### src/rtl/chain_link_pkg.sv
// Constants shared by the chained monitor serial link: frame fields,
// register addresses, reset values and pin slots of the sampled inputs.
// Assumes 32-bit frames, MSB of the frame on the wire first.
package chain_link_pkg;
    localparam int          FRAME_BITS    = 32;
    localparam int          CRC_BITS      = 22;
    localparam logic [5:0]  FRAME_BITS_C  = 6'h20;
    // Write frame field positions
    localparam int          ADDR_MSB      = 31;
    localparam int          ADDR_LSB      = 27;
    localparam int          REG_MSB       = 26;
    localparam int          REG_LSB       = 21;
    localparam int          DATA_MSB      = 20;
    localparam int          DATA_LSB      = 13;
    localparam int          ALL_BIT       = 12;
    localparam int          WCRC_MSB      = 10;
    localparam int          WCRC_LSB      = 3;
    localparam int          PAT_MSB       = 2;
    // Read frame field positions
    localparam int          COVER_LSB     = 10;
    localparam int          RCRC_MSB      = 9;
    localparam int          RCRC_LSB      = 2;
    localparam logic [2:0]  WRITE_PATTERN = 3'h2;
    localparam logic [7:0]  CRC_POLY      = 8'h2F;
    localparam logic [7:0]  CRC_INIT      = 8'h00;
    // Register addresses seen on the link
    localparam logic [5:0]  REG_CTRL_HIGH = 6'h0D;
    localparam logic [5:0]  REG_CTRL_LOW  = 6'h0E;
    localparam logic [5:0]  REG_READ_SEL  = 6'h1C;
    localparam logic [4:0]  ADDR_ZERO     = 5'h00;
    // Control field positions and values
    localparam int          LOCK_BIT      = 2;
    localparam int          CHAIN_BIT     = 0;
    localparam int          RDSEL_MSB     = 5;
    localparam int          RDSEL_LSB     = 4;
    localparam logic [1:0]  READ_OFF      = 2'h3;
    localparam logic [7:0]  CTRL_LOW_RST  = 8'h00;
    localparam logic [7:0]  CTRL_HIGH_RST = 8'h00;
    localparam logic [5:0]  READ_SEL_RST  = 6'h00;
    // Slots of the sampled pin vector
    localparam int          PIN_COUNT     = 7;
    // Reset levels of the sampled pins; alert from above starts idle (low)
    localparam logic [PIN_COUNT-1:0] PIN_RST = 7'h3F;
    localparam int          PIN_CS        = 0;
    localparam int          PIN_SCLK      = 1;
    localparam int          PIN_SDI       = 2;
    localparam int          PIN_CNV       = 3;
    localparam int          PIN_PD        = 4;
    localparam int          PIN_DABOVE    = 5;
    localparam int          PIN_AABOVE    = 6;
endpackage : chain_link_pkg

### src/rtl/stacked_monitor_chain_link.sv
// Serial command and readback engine of one device in a stacked monitor chain.
// Assumes clk is much faster than the link clock (10 MHz against 1.25 MHz or less)
// so every link clock edge is seen after the pin filters.
`timescale 1ns/100ps

// Overview of operation
// - Mirror the five host-side signals onto chain relay pins for eight-deep stacks.
// - Master takes select, clock, data, convert, power-down from host; slave from below.
// - Slave tristates serial out and alert; all devices relay data and alert downward.
// - One 32-bit write frame reaches any register of any stacked device.
// - Response shifts out during the same frame that shifts in the next command.
// - Device address is zero after power-up and after leaving power-down.
// - Recompute CRC over bits 31..11; skip the write on mismatch.
// - Low three bits must be 010 or the write is discarded.
// - Next frame bit 10 shows whether the previous write was accepted.
// - Check value is remainder by x^8+x^5+x^3+x^2+x+1.
// - Read frames carry CRC of bits 31..10 in bits 9..2.
// - Relayed words are rechecked; bad CRC replaced by inverse of own.
// - Device address goes LSB first; other fields MSB first.
// - CRC register starts at zero before covered bits enter.
module stacked_monitor_chain_link
    import chain_link_pkg::*;
(
    input  wire logic        clk,
    input  wire logic        rst,
    input  wire logic        ce,
    input  wire logic        isMaster,
    input  wire logic [2:0]  chainPosition,
    input  wire logic        csN,
    input  wire logic        sclk,
    input  wire logic        sdi,
    input  wire logic        convert_start_n,
    input  wire logic        power_down_n,
    input  wire logic        dataAbove,
    input  wire logic        alertAbove,
    input  wire logic        localAlert,
    input  wire logic [7:0]  regReadData,
    input  wire logic [3:0]  convChannel,
    input  wire logic [11:0] convData,
    output logic             csUpRelayN,
    output logic             clock_up_relay,
    output logic             sdiUpRelay,
    output logic             convertStartUpRelayN,
    output logic             powerDownUpRelayN,
    output logic             sdo,
    output logic             sdoOe,
    output logic             alertOut,
    output logic             alertOe,
    output logic             data_down_relay,
    output logic             alert_down_relay,
    output logic             writeStrobe,
    output logic [5:0]       writeReg,
    output logic [7:0]       writeData,
    output logic             convAdvance,
    output logic [4:0]       deviceAddress,
    output logic             writeAck
);

    typedef enum logic [1:0] {
        FRAME_IDLE  = 2'b00,
        FRAME_SHIFT = 2'b01
    } frame_e;

    typedef struct packed {
        logic [PIN_COUNT-1:0] s1;
        logic [PIN_COUNT-1:0] s2;
        logic [PIN_COUNT-1:0] s3;
        logic [PIN_COUNT-1:0] filt;
        frame_e               fs;
        logic [5:0]           cnt;
        logic [31:0]          rx;
        logic [31:0]          above;
        logic [31:0]          tx;
        logic [4:0]           devAddr;
        logic [7:0]           ctrlLow;
        logic [7:0]           ctrlHigh;
        logic [5:0]           readSel;
        logic                 ack;
        logic                 ownSent;
        logic                 alert;
        logic                 wrStb;
        logic [5:0]           wrReg;
        logic [7:0]           wrData;
        logic                 convAdv;
    } state_s;

    // CRC over 22 bits; a write pads one leading zero, which leaves a zero
    // register at zero and so gives the same 21-bit remainder
    function automatic logic [7:0] crc8(input logic [CRC_BITS-1:0] d);
        logic [7:0] c;
        c = CRC_INIT;
        for (int i = CRC_BITS - 1; i >= 0; i--) begin
            c = {c[6:0], d[i]} ^ (c[7] ? CRC_POLY : 8'h00);
        end
        return c;
    endfunction : crc8

    // Device address travels LSB first, so the field is bit-reversed
    function automatic logic [4:0] rev5(input logic [4:0] a);
        return {a[0], a[1], a[2], a[3], a[4]};
    endfunction : rev5

    // Append the read CRC and the two reserved zero bits
    function automatic logic [31:0] sealRead(input logic [CRC_BITS-1:0] h);
        // CRC of the covered bits in the same frame
        return {h, crc8(h), 2'b00};
    endfunction : sealRead

    // Own reply word: select zero gives a conversion result, else a register
    function automatic logic [31:0] ownWord(input state_s s, input logic [7:0] ext,
                                            input logic [3:0] ch, input logic [11:0] cd);
        logic [7:0] b;
        case (s.readSel)
            REG_CTRL_LOW:  b = s.ctrlLow;
            REG_CTRL_HIGH: b = s.ctrlHigh;
            REG_READ_SEL:  b = {s.readSel, 2'b00};
            default:       b = ext;
        endcase
        // acknowledge of the last write sits in bit 10
        if (s.readSel == READ_SEL_RST) begin
            return sealRead({rev5(s.devAddr), ch, cd, s.ack});
        end
        return sealRead({rev5(s.devAddr), s.readSel, b, 2'b00, s.ack});
    endfunction : ownWord

    state_s q;
    state_s n;

    logic [PIN_COUNT-1:0] pinsIn;
    logic [PIN_COUNT-1:0] agree;
    logic                 sclkRise;
    logic                 sclkFall;
    logic                 csFall;
    logic                 csRise;
    logic [4:0]           rxAddr;
    logic                 wOk;
    logic                 addressed;
    logic                 exec;
    logic [31:0]          relayWord;
    logic [7:0]           relayCrc;
    logic                 reload;

    // one set of pins serves host or device below, same sampling
    assign pinsIn = {alertAbove, dataAbove, power_down_n, convert_start_n, sdi, sclk, csN};

    // A change counts once the second and third stages agree
    assign agree    = ~(q.s2 ^ q.s3);
    assign sclkRise = agree[PIN_SCLK] & q.s3[PIN_SCLK] & ~q.filt[PIN_SCLK];
    assign sclkFall = agree[PIN_SCLK] & ~q.s3[PIN_SCLK] & q.filt[PIN_SCLK];
    assign csFall   = agree[PIN_CS] & ~q.s3[PIN_CS] & q.filt[PIN_CS];
    assign csRise   = agree[PIN_CS] & q.s3[PIN_CS] & ~q.filt[PIN_CS];

    // Received write decode
    // address arrives LSB first
    assign rxAddr    = rev5(q.rx[ADDR_MSB:ADDR_LSB]);
    // recheck write CRC, fixed tail pattern
    assign wOk       = (crc8({1'b0, q.rx[ADDR_MSB:WCRC_MSB+1]}) == q.rx[WCRC_MSB:WCRC_LSB])
                       && (q.rx[PAT_MSB:0] == WRITE_PATTERN);
    // address match or broadcast; broadcast only with address zero
    assign addressed = q.rx[ALL_BIT] ? (rxAddr == ADDR_ZERO) : (rxAddr == q.devAddr);
    assign exec      = wOk && addressed;

    // relayed word with its CRC checked, inverted own CRC on mismatch
    assign relayCrc = crc8(q.above[ADDR_MSB:COVER_LSB]);
    always_comb begin
        relayWord = q.above;
        if (relayCrc != q.above[RCRC_MSB:RCRC_LSB]) begin
            relayWord[RCRC_MSB:RCRC_LSB] = ~relayCrc;
        end
    end

    // Next-state logic for sampling, framing, register writes and reply
    always_comb begin
        n         = q;
        reload    = 1'b0;
        n.wrStb   = 1'b0;
        n.convAdv = 1'b0;
        n.s1      = pinsIn;
        n.s2      = q.s1;
        n.s3      = q.s2;
        n.filt    = (agree & q.s3) | (~agree & q.filt);
        n.alert   = q.filt[PIN_AABOVE] | localAlert;
        case (q.fs)
            FRAME_IDLE: begin
                if (csFall) begin
                    n.fs  = FRAME_SHIFT;
                    n.cnt = 6'h00;
                end
            end
            FRAME_SHIFT: begin
                // command shifts in while the reply shifts out
                if (sclkRise && q.cnt < FRAME_BITS_C) begin
                    n.rx    = {q.rx[30:0], q.filt[PIN_SDI]};
                    n.above = {q.above[30:0], q.filt[PIN_DABOVE]};
                    n.cnt   = q.cnt + 6'h01;
                end
                if (sclkFall && q.cnt != 6'h00) begin
                    n.tx = {q.tx[30:0], 1'b0};
                end
                if (csRise) begin
                    n.fs = FRAME_IDLE;
                    // Short frames are ignored whole; long frames keep their first 32 bits
                    if (q.cnt == FRAME_BITS_C) begin
                        // accepted means CRC and pattern good
                        n.ack = wOk;
                        reload = 1'b1;
                        if (exec) begin
                            n.wrStb   = 1'b1;
                            n.wrReg   = q.rx[REG_MSB:REG_LSB];
                            n.wrData  = q.rx[DATA_MSB:DATA_LSB];
                            n.ownSent = 1'b0;
                            case (q.rx[REG_MSB:REG_LSB])
                                REG_CTRL_LOW: begin
                                    n.ctrlLow = q.rx[DATA_MSB:DATA_LSB];
                                    if (q.rx[DATA_LSB+LOCK_BIT]) begin
                                        n.devAddr = {2'b00, chainPosition};
                                    end
                                end
                                REG_CTRL_HIGH: n.ctrlHigh = q.rx[DATA_MSB:DATA_LSB];
                                REG_READ_SEL:  n.readSel  = q.rx[DATA_MSB:DATA_LSB+2];
                                default:       ;
                            endcase
                        end
                    end
                end
            end
            default: n.fs = FRAME_IDLE;
        endcase
        // address back to zero while powered down
        if (!n.filt[PIN_PD]) begin
            n.devAddr = ADDR_ZERO;
            n.ownSent = 1'b0;
        end
        // reply for the next frame, built last so a write just taken
        // shows in the very next answer; own word every frame unchained, chained once after each executed write or power-down unless read select is READ_OFF
        if (reload) begin
            if (!n.ctrlLow[CHAIN_BIT] || (!n.ownSent && n.ctrlHigh[RDSEL_MSB:RDSEL_LSB] != READ_OFF)) begin
                n.tx      = ownWord(n, regReadData, convChannel, convData);
                n.ownSent = 1'b1;
                n.convAdv = (n.readSel == READ_SEL_RST);
            end else begin
                // words from above follow the own word
                n.tx = relayWord;
            end
        end
    end

    // Single state register; clock enable freezes everything
    always_ff @(posedge clk or posedge rst) begin
        if (rst) begin
            q          <= '0;
            // Idle pin levels, so no false alert follows reset
            q.s1       <= PIN_RST;
            q.s2       <= PIN_RST;
            q.s3       <= PIN_RST;
            q.filt     <= PIN_RST;
            q.fs       <= FRAME_IDLE;
            q.devAddr  <= ADDR_ZERO;
            q.ctrlLow  <= CTRL_LOW_RST;
            q.ctrlHigh <= CTRL_HIGH_RST;
            q.readSel  <= READ_SEL_RST;
            q.alert    <= 1'b0;
        end else if (ce) begin
            q <= n;
        end
    end

    // filtered copies go up to the next device
    assign csUpRelayN           = q.filt[PIN_CS];
    assign clock_up_relay       = q.filt[PIN_SCLK];
    assign sdiUpRelay           = q.filt[PIN_SDI];
    assign convertStartUpRelayN = q.filt[PIN_CNV];
    assign powerDownUpRelayN    = q.filt[PIN_PD];

    // host pins only driven on the master; relays always driven
    assign sdo              = (q.fs == FRAME_SHIFT) & q.tx[31];
    assign sdoOe            = isMaster;
    assign alertOut         = q.alert;
    assign alertOe          = isMaster;
    assign data_down_relay  = (q.fs == FRAME_SHIFT) & q.tx[31];
    assign alert_down_relay = q.alert;

    assign writeStrobe   = q.wrStb;
    assign writeReg      = q.wrReg;
    assign writeData     = q.wrData;
    assign convAdvance   = q.convAdv;
    assign deviceAddress = q.devAddr;
    assign writeAck      = q.ack;

endmodule : stacked_monitor_chain_link

### config.mk
export PLATFORM = sky130hd
export DESIGN_NAME = stacked_monitor_chain_link
export DESIGN_NICKNAME = d
export VERILOG_FILES = /design/src/rtl/chain_link_pkg.sv /design/src/rtl/stacked_monitor_chain_link.sv
export SDC_FILE = /design/constraint.sdc
export NUM_CORES = 1
export LEC_CHECK = 0
export BUFFER_PORTS_ARGS = -buffer_cell sky130_fd_sc_hd__buf_2
export CAP_MARGIN = 20
export CORE_MARGIN = 1.5
export CORE_UTILIZATION = 55
export DETAILED_ROUTE_END_ITERATION = 8
export PLACE_DENSITY = 0.76
export SETUP_SLACK_MARGIN = 0.15
export SLEW_MARGIN = 20
export SYNTH_ARGS = -nofsm -noshare
export SYNTH_HDL_FRONTEND = slang
export SYNTH_SLANG_ARGS = --single-unit
### constraint.sdc
create_clock -name clk -period 4.9 [get_ports clk]
set_clock_uncertainty 0.05 [all_clocks]
set_input_delay 0.49 -clock clk [delete_from_list [all_inputs] [get_ports clk]]
set_output_delay 0.49 -clock clk [all_outputs]
set_load 0.1 [all_outputs]
* Word level (Yosys, flattened, before mapping)
Index checks and enable logic that the tools add are counted.
** Word-level totals
- Register bits :: 178
- Bits in latches :: 0
- RAM bits :: 0
- Bits in read-only memories :: 0
- Output and inout bits :: 33
- Logic and storage cells :: 228
- Memories :: 0
** Cells by class
- $add $sub $neg :: 1
- Multiply operators :: 0
- Div/mod/pow operators :: 0
- $lt $le $gt $ge :: 1
- Equality and inequality tests :: 16
- Shift operators :: 0
- Multiplexer cells :: 94
- Bitwise operators :: 76
- Reduce and logical (&&, ||, !) cells :: 20
** Operators with widths (count)
- $xor A8 B6 Y8 :: 54
- $mux W6 :: 55
- $mux W32 :: 5
- $mux W70 :: 1
- $mux W61 :: 1
- $mux W15 :: 4
- $mux W29 :: 2
- $mux W8 :: 5
- $mux W27 :: 1
- $eq A6 B4 Y1 const B :: 4
- $pmux W8 S3 :: 1
- $and A7 B7 Y7 :: 2
- $not A7 Y7 :: 2
- $mux W1 :: 13
- $mux W13 :: 1
- $eq A6 B5 Y1 const B :: 2
- $pmux W6 S2 :: 1
- $mux W5 :: 2
- $and A1 B1 Y1 :: 9
- $reduce_and A3 Y1 :: 3
- $eq A8 B8 Y1 :: 1
- $ne A2 B2 Y1 const B :: 4
- $ne A8 B8 Y1 :: 1
- $not A8 Y8 :: 1
- other kinds (23) :: 33

* Longest topological paths before layout
- Word-level depth :: 66
- Mapped depth :: 19
- Gate-level depth less buffers :: 16

* Least setup slack after synthesis
OpenSTA, ideal clock, no wires.
- Path kind :: register to register
- From :: register q[136] in the netlist's numbering
- To :: register q[55] in the netlist's numbering
- Setup time :: 0.132 ns
- Data arrival time :: 4.519 ns
- Required time :: 4.718 ns
- Setup slack :: 0.199 ns
- Stages on the path, launching flop included :: 18
- Path buffers :: 3
- Path through :: dfrtp_1 buf_4 xnor3_1 xnor3_2 xnor3_1 and3_1 o21a_2 buf_6 o211ai_4 buf_6 mux2_4 a222oi_1 xnor3_1 xnor2_2 xor2_1 or3_1 a32oi_1 o21ai_0
** Between the ends
- Word-level cells in the longest chain between the ends :: 46
** Ends and longest elaborated chain
- from (decl) :: RTL line stacked_monitor_chain_link.sv:126 : state_s q;
- from (signal assigned) :: RTL line stacked_monitor_chain_link.sv:264 : q <= n;
- $xor A8 B6 Y8 (5 in a row) :: RTL line stacked_monitor_chain_link.sv:93 : c = {c[6:0], d[i]} ^ (c[7] ? CRC_POLY : 8'h00);
- $mux W6 :: RTL line stacked_monitor_chain_link.sv:93
- $xor A8 B6 Y8 (3 in a row) :: RTL line stacked_monitor_chain_link.sv:93
- $mux W6 :: RTL line stacked_monitor_chain_link.sv:93
- $xor A8 B6 Y8 (3 in a row) :: RTL line stacked_monitor_chain_link.sv:93
- $mux W6 :: RTL line stacked_monitor_chain_link.sv:93
- $xor A8 B6 Y8 (2 in a row) :: RTL line stacked_monitor_chain_link.sv:93
- $eq A8 B8 Y1 :: RTL line stacked_monitor_chain_link.sv:157 : assign wOk = (crc8({1'b0, q.rx[ADDR_MSB:WCRC_MSB+1]}) == q.rx[WCRC_MSB:WCRC_LSB])
- [19 not listed]
- $mux W6 or $xor A8 B6 Y8 (tied branches) :: RTL line stacked_monitor_chain_link.sv:93
- $xor A8 B6 Y8 :: RTL line stacked_monitor_chain_link.sv:93
- $xor A8 B6 Y8 or $mux W6 (tied branches) :: RTL line stacked_monitor_chain_link.sv:93
- $xor A8 B6 Y8 (3 in a row) :: RTL line stacked_monitor_chain_link.sv:93
- $mux W32 :: RTL line stacked_monitor_chain_link.sv:120 : if (s.readSel == READ_SEL_RST) begin
- $mux W32 :: RTL line stacked_monitor_chain_link.sv:123 : return sealRead({rev5(s.devAddr), s.readSel, b, 2'b00, s.ack});
- $mux W32 * :: RTL line stacked_monitor_chain_link.sv:237 : if (!n.ctrlLow[CHAIN_BIT] || (!n.ownSent && n.ctrlHigh[RDSEL_MSB:RDSEL_LSB] != READ_OFF)) begin
- $mux W32 * :: RTL line stacked_monitor_chain_link.sv:236 : if (reload) begin
Every way passes the cells marked *; elsewhere a longest branch is shown, timed or not. The select of a mux whose other input is x is not followed.
A chain may end at the register's enable or synchronous reset.

* Worst setup path in the final report
- From :: register q[137] in the netlist's numbering
- To :: register q[51] in the netlist's numbering
** Between the ends
- Word-level cells in the longest chain between the ends :: 47
** Ends and longest elaborated chain (RTL line)
- $xor A8 B6 Y8 (4 in a row) :: stacked_monitor_chain_link.sv:93
- $mux W6 :: stacked_monitor_chain_link.sv:93
- $xor A8 B6 Y8 (3 in a row) :: stacked_monitor_chain_link.sv:93
- $mux W6 or $xor A8 B6 Y8 (tied branches) :: stacked_monitor_chain_link.sv:93
- $xor A8 B6 Y8 :: stacked_monitor_chain_link.sv:93
- $xor A8 B6 Y8 or $mux W6 (tied branches) :: stacked_monitor_chain_link.sv:93
- $xor A8 B6 Y8 :: stacked_monitor_chain_link.sv:93
- $xor A8 B6 Y8 or $mux W6 (tied branches) :: stacked_monitor_chain_link.sv:93
- [25 not listed]
- $xor A8 B6 Y8 (2 in a row) :: stacked_monitor_chain_link.sv:93
- $mux W6 or $xor A8 B6 Y8 (tied branches) :: stacked_monitor_chain_link.sv:93
- $xor A8 B6 Y8 or $mux W6 (tied branches) :: stacked_monitor_chain_link.sv:93
- $xor A8 B6 Y8 :: stacked_monitor_chain_link.sv:93
- $mux W32 :: stacked_monitor_chain_link.sv:120
- $mux W32 :: stacked_monitor_chain_link.sv:123
- $mux W32 * :: stacked_monitor_chain_link.sv:237
- $mux W32 * :: stacked_monitor_chain_link.sv:236
Marks and branches as above.

==> results.toml <==
[sta]
worst_pin_slew_ns = 0.973
rsz0062_at_grt = "false"
finalHoldViolations = 0
post-route-period-util_pct = 95.9
min_period_ns = 4.70
max_freq_ghz = 0.213
drv_slew = 0
max-slew-margin-rel_pct = 35.1
finalSetupViolations = 0
worst_slack_ns = 0.202

[power_and_ir_drop]
ir_worst_vdd_mv = 0.376
p_int_uw = 2910
swShare_pct = 33.7
leakage_uw = 0.00598
power_frac_clock_pct = 31.9
p_seq_share_pct = 39.8
power_frac_comb_pct = 28.3
p_switching_uw = 1480
power.density_nw_per_um2 = 345

[placement]
place_area_um2 = 11700
globalplace.congestion = 0.991
pre_cts_ws_ns = -0.0435
hpwl_mm = 20.0
port_buffers = 68
post-place-cells = 1484

[critical_path]
r2r_start = "q[137]$_DFFE_PP0P_"
critPathLaunch = "q[137]$_DFFE_PP0P_"
critPathMostFrequentCell = "xnor3_2"
cp.required_ns = 5.17
cp_max_fo = 5
worstRegToRegCells = 15
slowest_delay_ns = 0.46
end_kind = "flip-flop"
timing.rr.end = "q[51]$_DFFE_PP0P_"
start_kind = "flip-flop"
critPathKind = "reg2reg"
crit_chain = "xnor3_2, xnor3_1, xnor2_2, nand4_1, nor3_4, buf_4, o2111a_2, mux2i_4, xor2_2, xnor2_2, xnor3_2, xnor3_2, xnor2_1, o221ai_1, o21ai_1"
crit_arrival_ns = 4.96
rrSetupSlack_ns = 0.20
crit_slowest_cell = "xnor3_2"
endpoint = "q[51]$_DFFE_PP0P_"

[final_layout]
layout.nets = 1314
n_antenna_cell = 0
fin_area_um2 = 12700
area_growth_pct = 15.2
nFillCells = 1550
drive_above_1_share_pct = 24.0
final_core_util_pct = 64.9
stdcell_count = 1547

[floorplan]
std_cell_rows = 51
coreArea_um2 = 19600
initial_utilization_pct = 56.3
ioPinCount = 72
die_x_um = 145
die_h_um = 145
die-area_um2 = 20900

[grt]
grt_pass1_wl_mm = 45.1
grt_pass1_vias = 8372
antenna_found_initial = 0
grt_max_degree = 178
grt_usage_pct = 28.6
grt.overflow.total = 0

[route]
firstDrtPassIters = 5
vias = 9029
first_iter_violations = 991
wl_per_cell_um = 19.1
drt_wl_total_mm = 29.6
vias_per_cell = 5.84
ant_nets = 0
drcViolationCount = 0

[logic_synthesis]
synthArstFlopShare_pct = 100
synth_area_um2 = 11000
yosysUniqueCellTypes = 68
yosys_most_used_dff = "dfrtp_1"
synth_top_cell_by_area = "dfrtp_1"
yosysWarnings = 0
netlist.area_leader.share_pct = 34.7
synth_edf_count = 0
syn_inst = 1195
ys_seq_area_share_pct = 40.4
ys_ff_latch = 177
synth_area_leaders = "dfrtp_1 (35%), xnor2_1 (9.2%), nand2_1 (8.8%), dfstp_2 (5.7%), mux2_2 (4.7%)"
synth_nets = 1240
syn_avg_cell_area_um2 = 9.23

[cts]
clock-sinks = 177
clock_latency_ns = 0.44
cts_tree = "built"
cts.path.max_buffers = 2
cts_made_buffers = 17
cts_htree_levels = 4
cts.root.buffer_cell = "clkbuf_16"
cts.clk_slew.worst_paths_ns = 0.07

[hold_path]
hp-start = "power_down_n"
worstHoldPathType = "in2reg"

[run_status]
status = "complete, no violations"

[flow_run]
cap_viol_max_count = 0
[registers in the layout, indices dropped and copies added, names as in the netlist, named ones only]
| name | count |
|---|---|
| alertOut | 1 |
| convAdvance | 1 |
| deviceAddress | 5 |
| n | 14 |
| powerDownUpRelayN | 1 |
| q | 133 |
| writeAck | 1 |
| writeData | 8 |
| writeReg | 6 |
| writeStrobe | 1 |
[power groups by stage]
stage	sequential (uW)	combinational (uW)	clock, uW
floorplan	1860	767	0
global placement	1760	1110	0
detailed placement	1760	1130	0
CTS	1740	1150	1410
global route	1760	1330	1480
finish	1750	1240	1400
[logic make-up after synthesis]
group | synth area share, %
fa+ha+maj | 0.681
simple gates | 15.4
mux | 8.32
xor+xnor | 17.5
flops | 40.4
compound gates | 12.1
buf+inv | 5.50
[worst max-delay path: cells and delay by family, from the launching register on]
family	cells	cell delay, ns
flops	1	0.45
mux	1	0.30
xor+xnor	8	2.53
simple gates	2	0.47
buf+inv	1	0.18
compound gates	3	0.60
[cells in the mapped netlist, types with 24 or more instances]
master	count
buf_4	24
dfrtp_1	153
mux2i_1	37
xor2_1	52
dfstp_2	24
o21ai_0	85
nor2_1	55
xnor2_1	116
nand2_1	260
mux2_2	46
a21oi_1	57
clkbuf_1	60
inv_1	24
[cell usage in the layout, fill, tap and decap left out, types with 15 or more instances in the layout]
cell type	n
nand2_1	260
dfrtp_1	151
xnor2_1	113
o21ai_0	85
buf_4	84
buf_2	68
nor2_1	55
a21oi_1	55
xor2_1	49
mux2_2	46
mux2i_1	35
dfstp_2	24
inv_1	23
clkbuf_16	17
nand3_1	15
[routing by layer]
metal,track usage [%],routed length (um)
met5,0,0
met3,7.81,2710
met1,40.6,13100
met4,9.41,782
met2,42.2,13000
[through the flow]
| step | hold WS, ns | power, uW | setup TNS (ns) |
|---|---|---|---|
| floorplan | 0.391 | 2620 | 0 |
| global placement | 0.407 | 2870 | 0 |
| detailed placement | 0.415 | 2890 | -0.114 |
| CTS | 0.219 | 4300 | 0 |
| global route | 0.222 | 4570 | 0 |
| finish | 0.227 | 4390 | 0 |
[final cells by class]
cell class	instances	area (um^2)	share of cell area, %
Clock buffer	20	447	3.52
Clock inverter	12	151	1.19
Inverter	25	97.6	0.768
Multi-Input combinational cell	892	6180	48.7
Sequential cell	177	4460	35.1
Tap cell	265	332	2.61
Timing Repair Buffer	156	1030	8.13
[how the worst min path moves through the flow]
stage,end,slack [ns],cells past startpoint
detailed placement,q[61]$_DFFE_PP0P_,0.41,2
global route,n[166]$_DFFE_PP1P_,0.22,2
CTS,n[168]$_DFFE_PP1P_,0.22,2
floorplan,q[52]$_DFFE_PP0P_,0.39,2
global placement,q[52]$_DFFE_PP0P_,0.41,2
finish,n[168]$_DFFE_PP1P_,0.23,2
[timing repair]
item                       4_1_cts  5_1_grt
pin swaps                        3       21
hold buffers                     0        0
resized for setup               10       29
setup endpoints to repair        5       13
buffers inserted                 2       27
gates cloned                     0        2
Power figures use the tool's default switching activity.
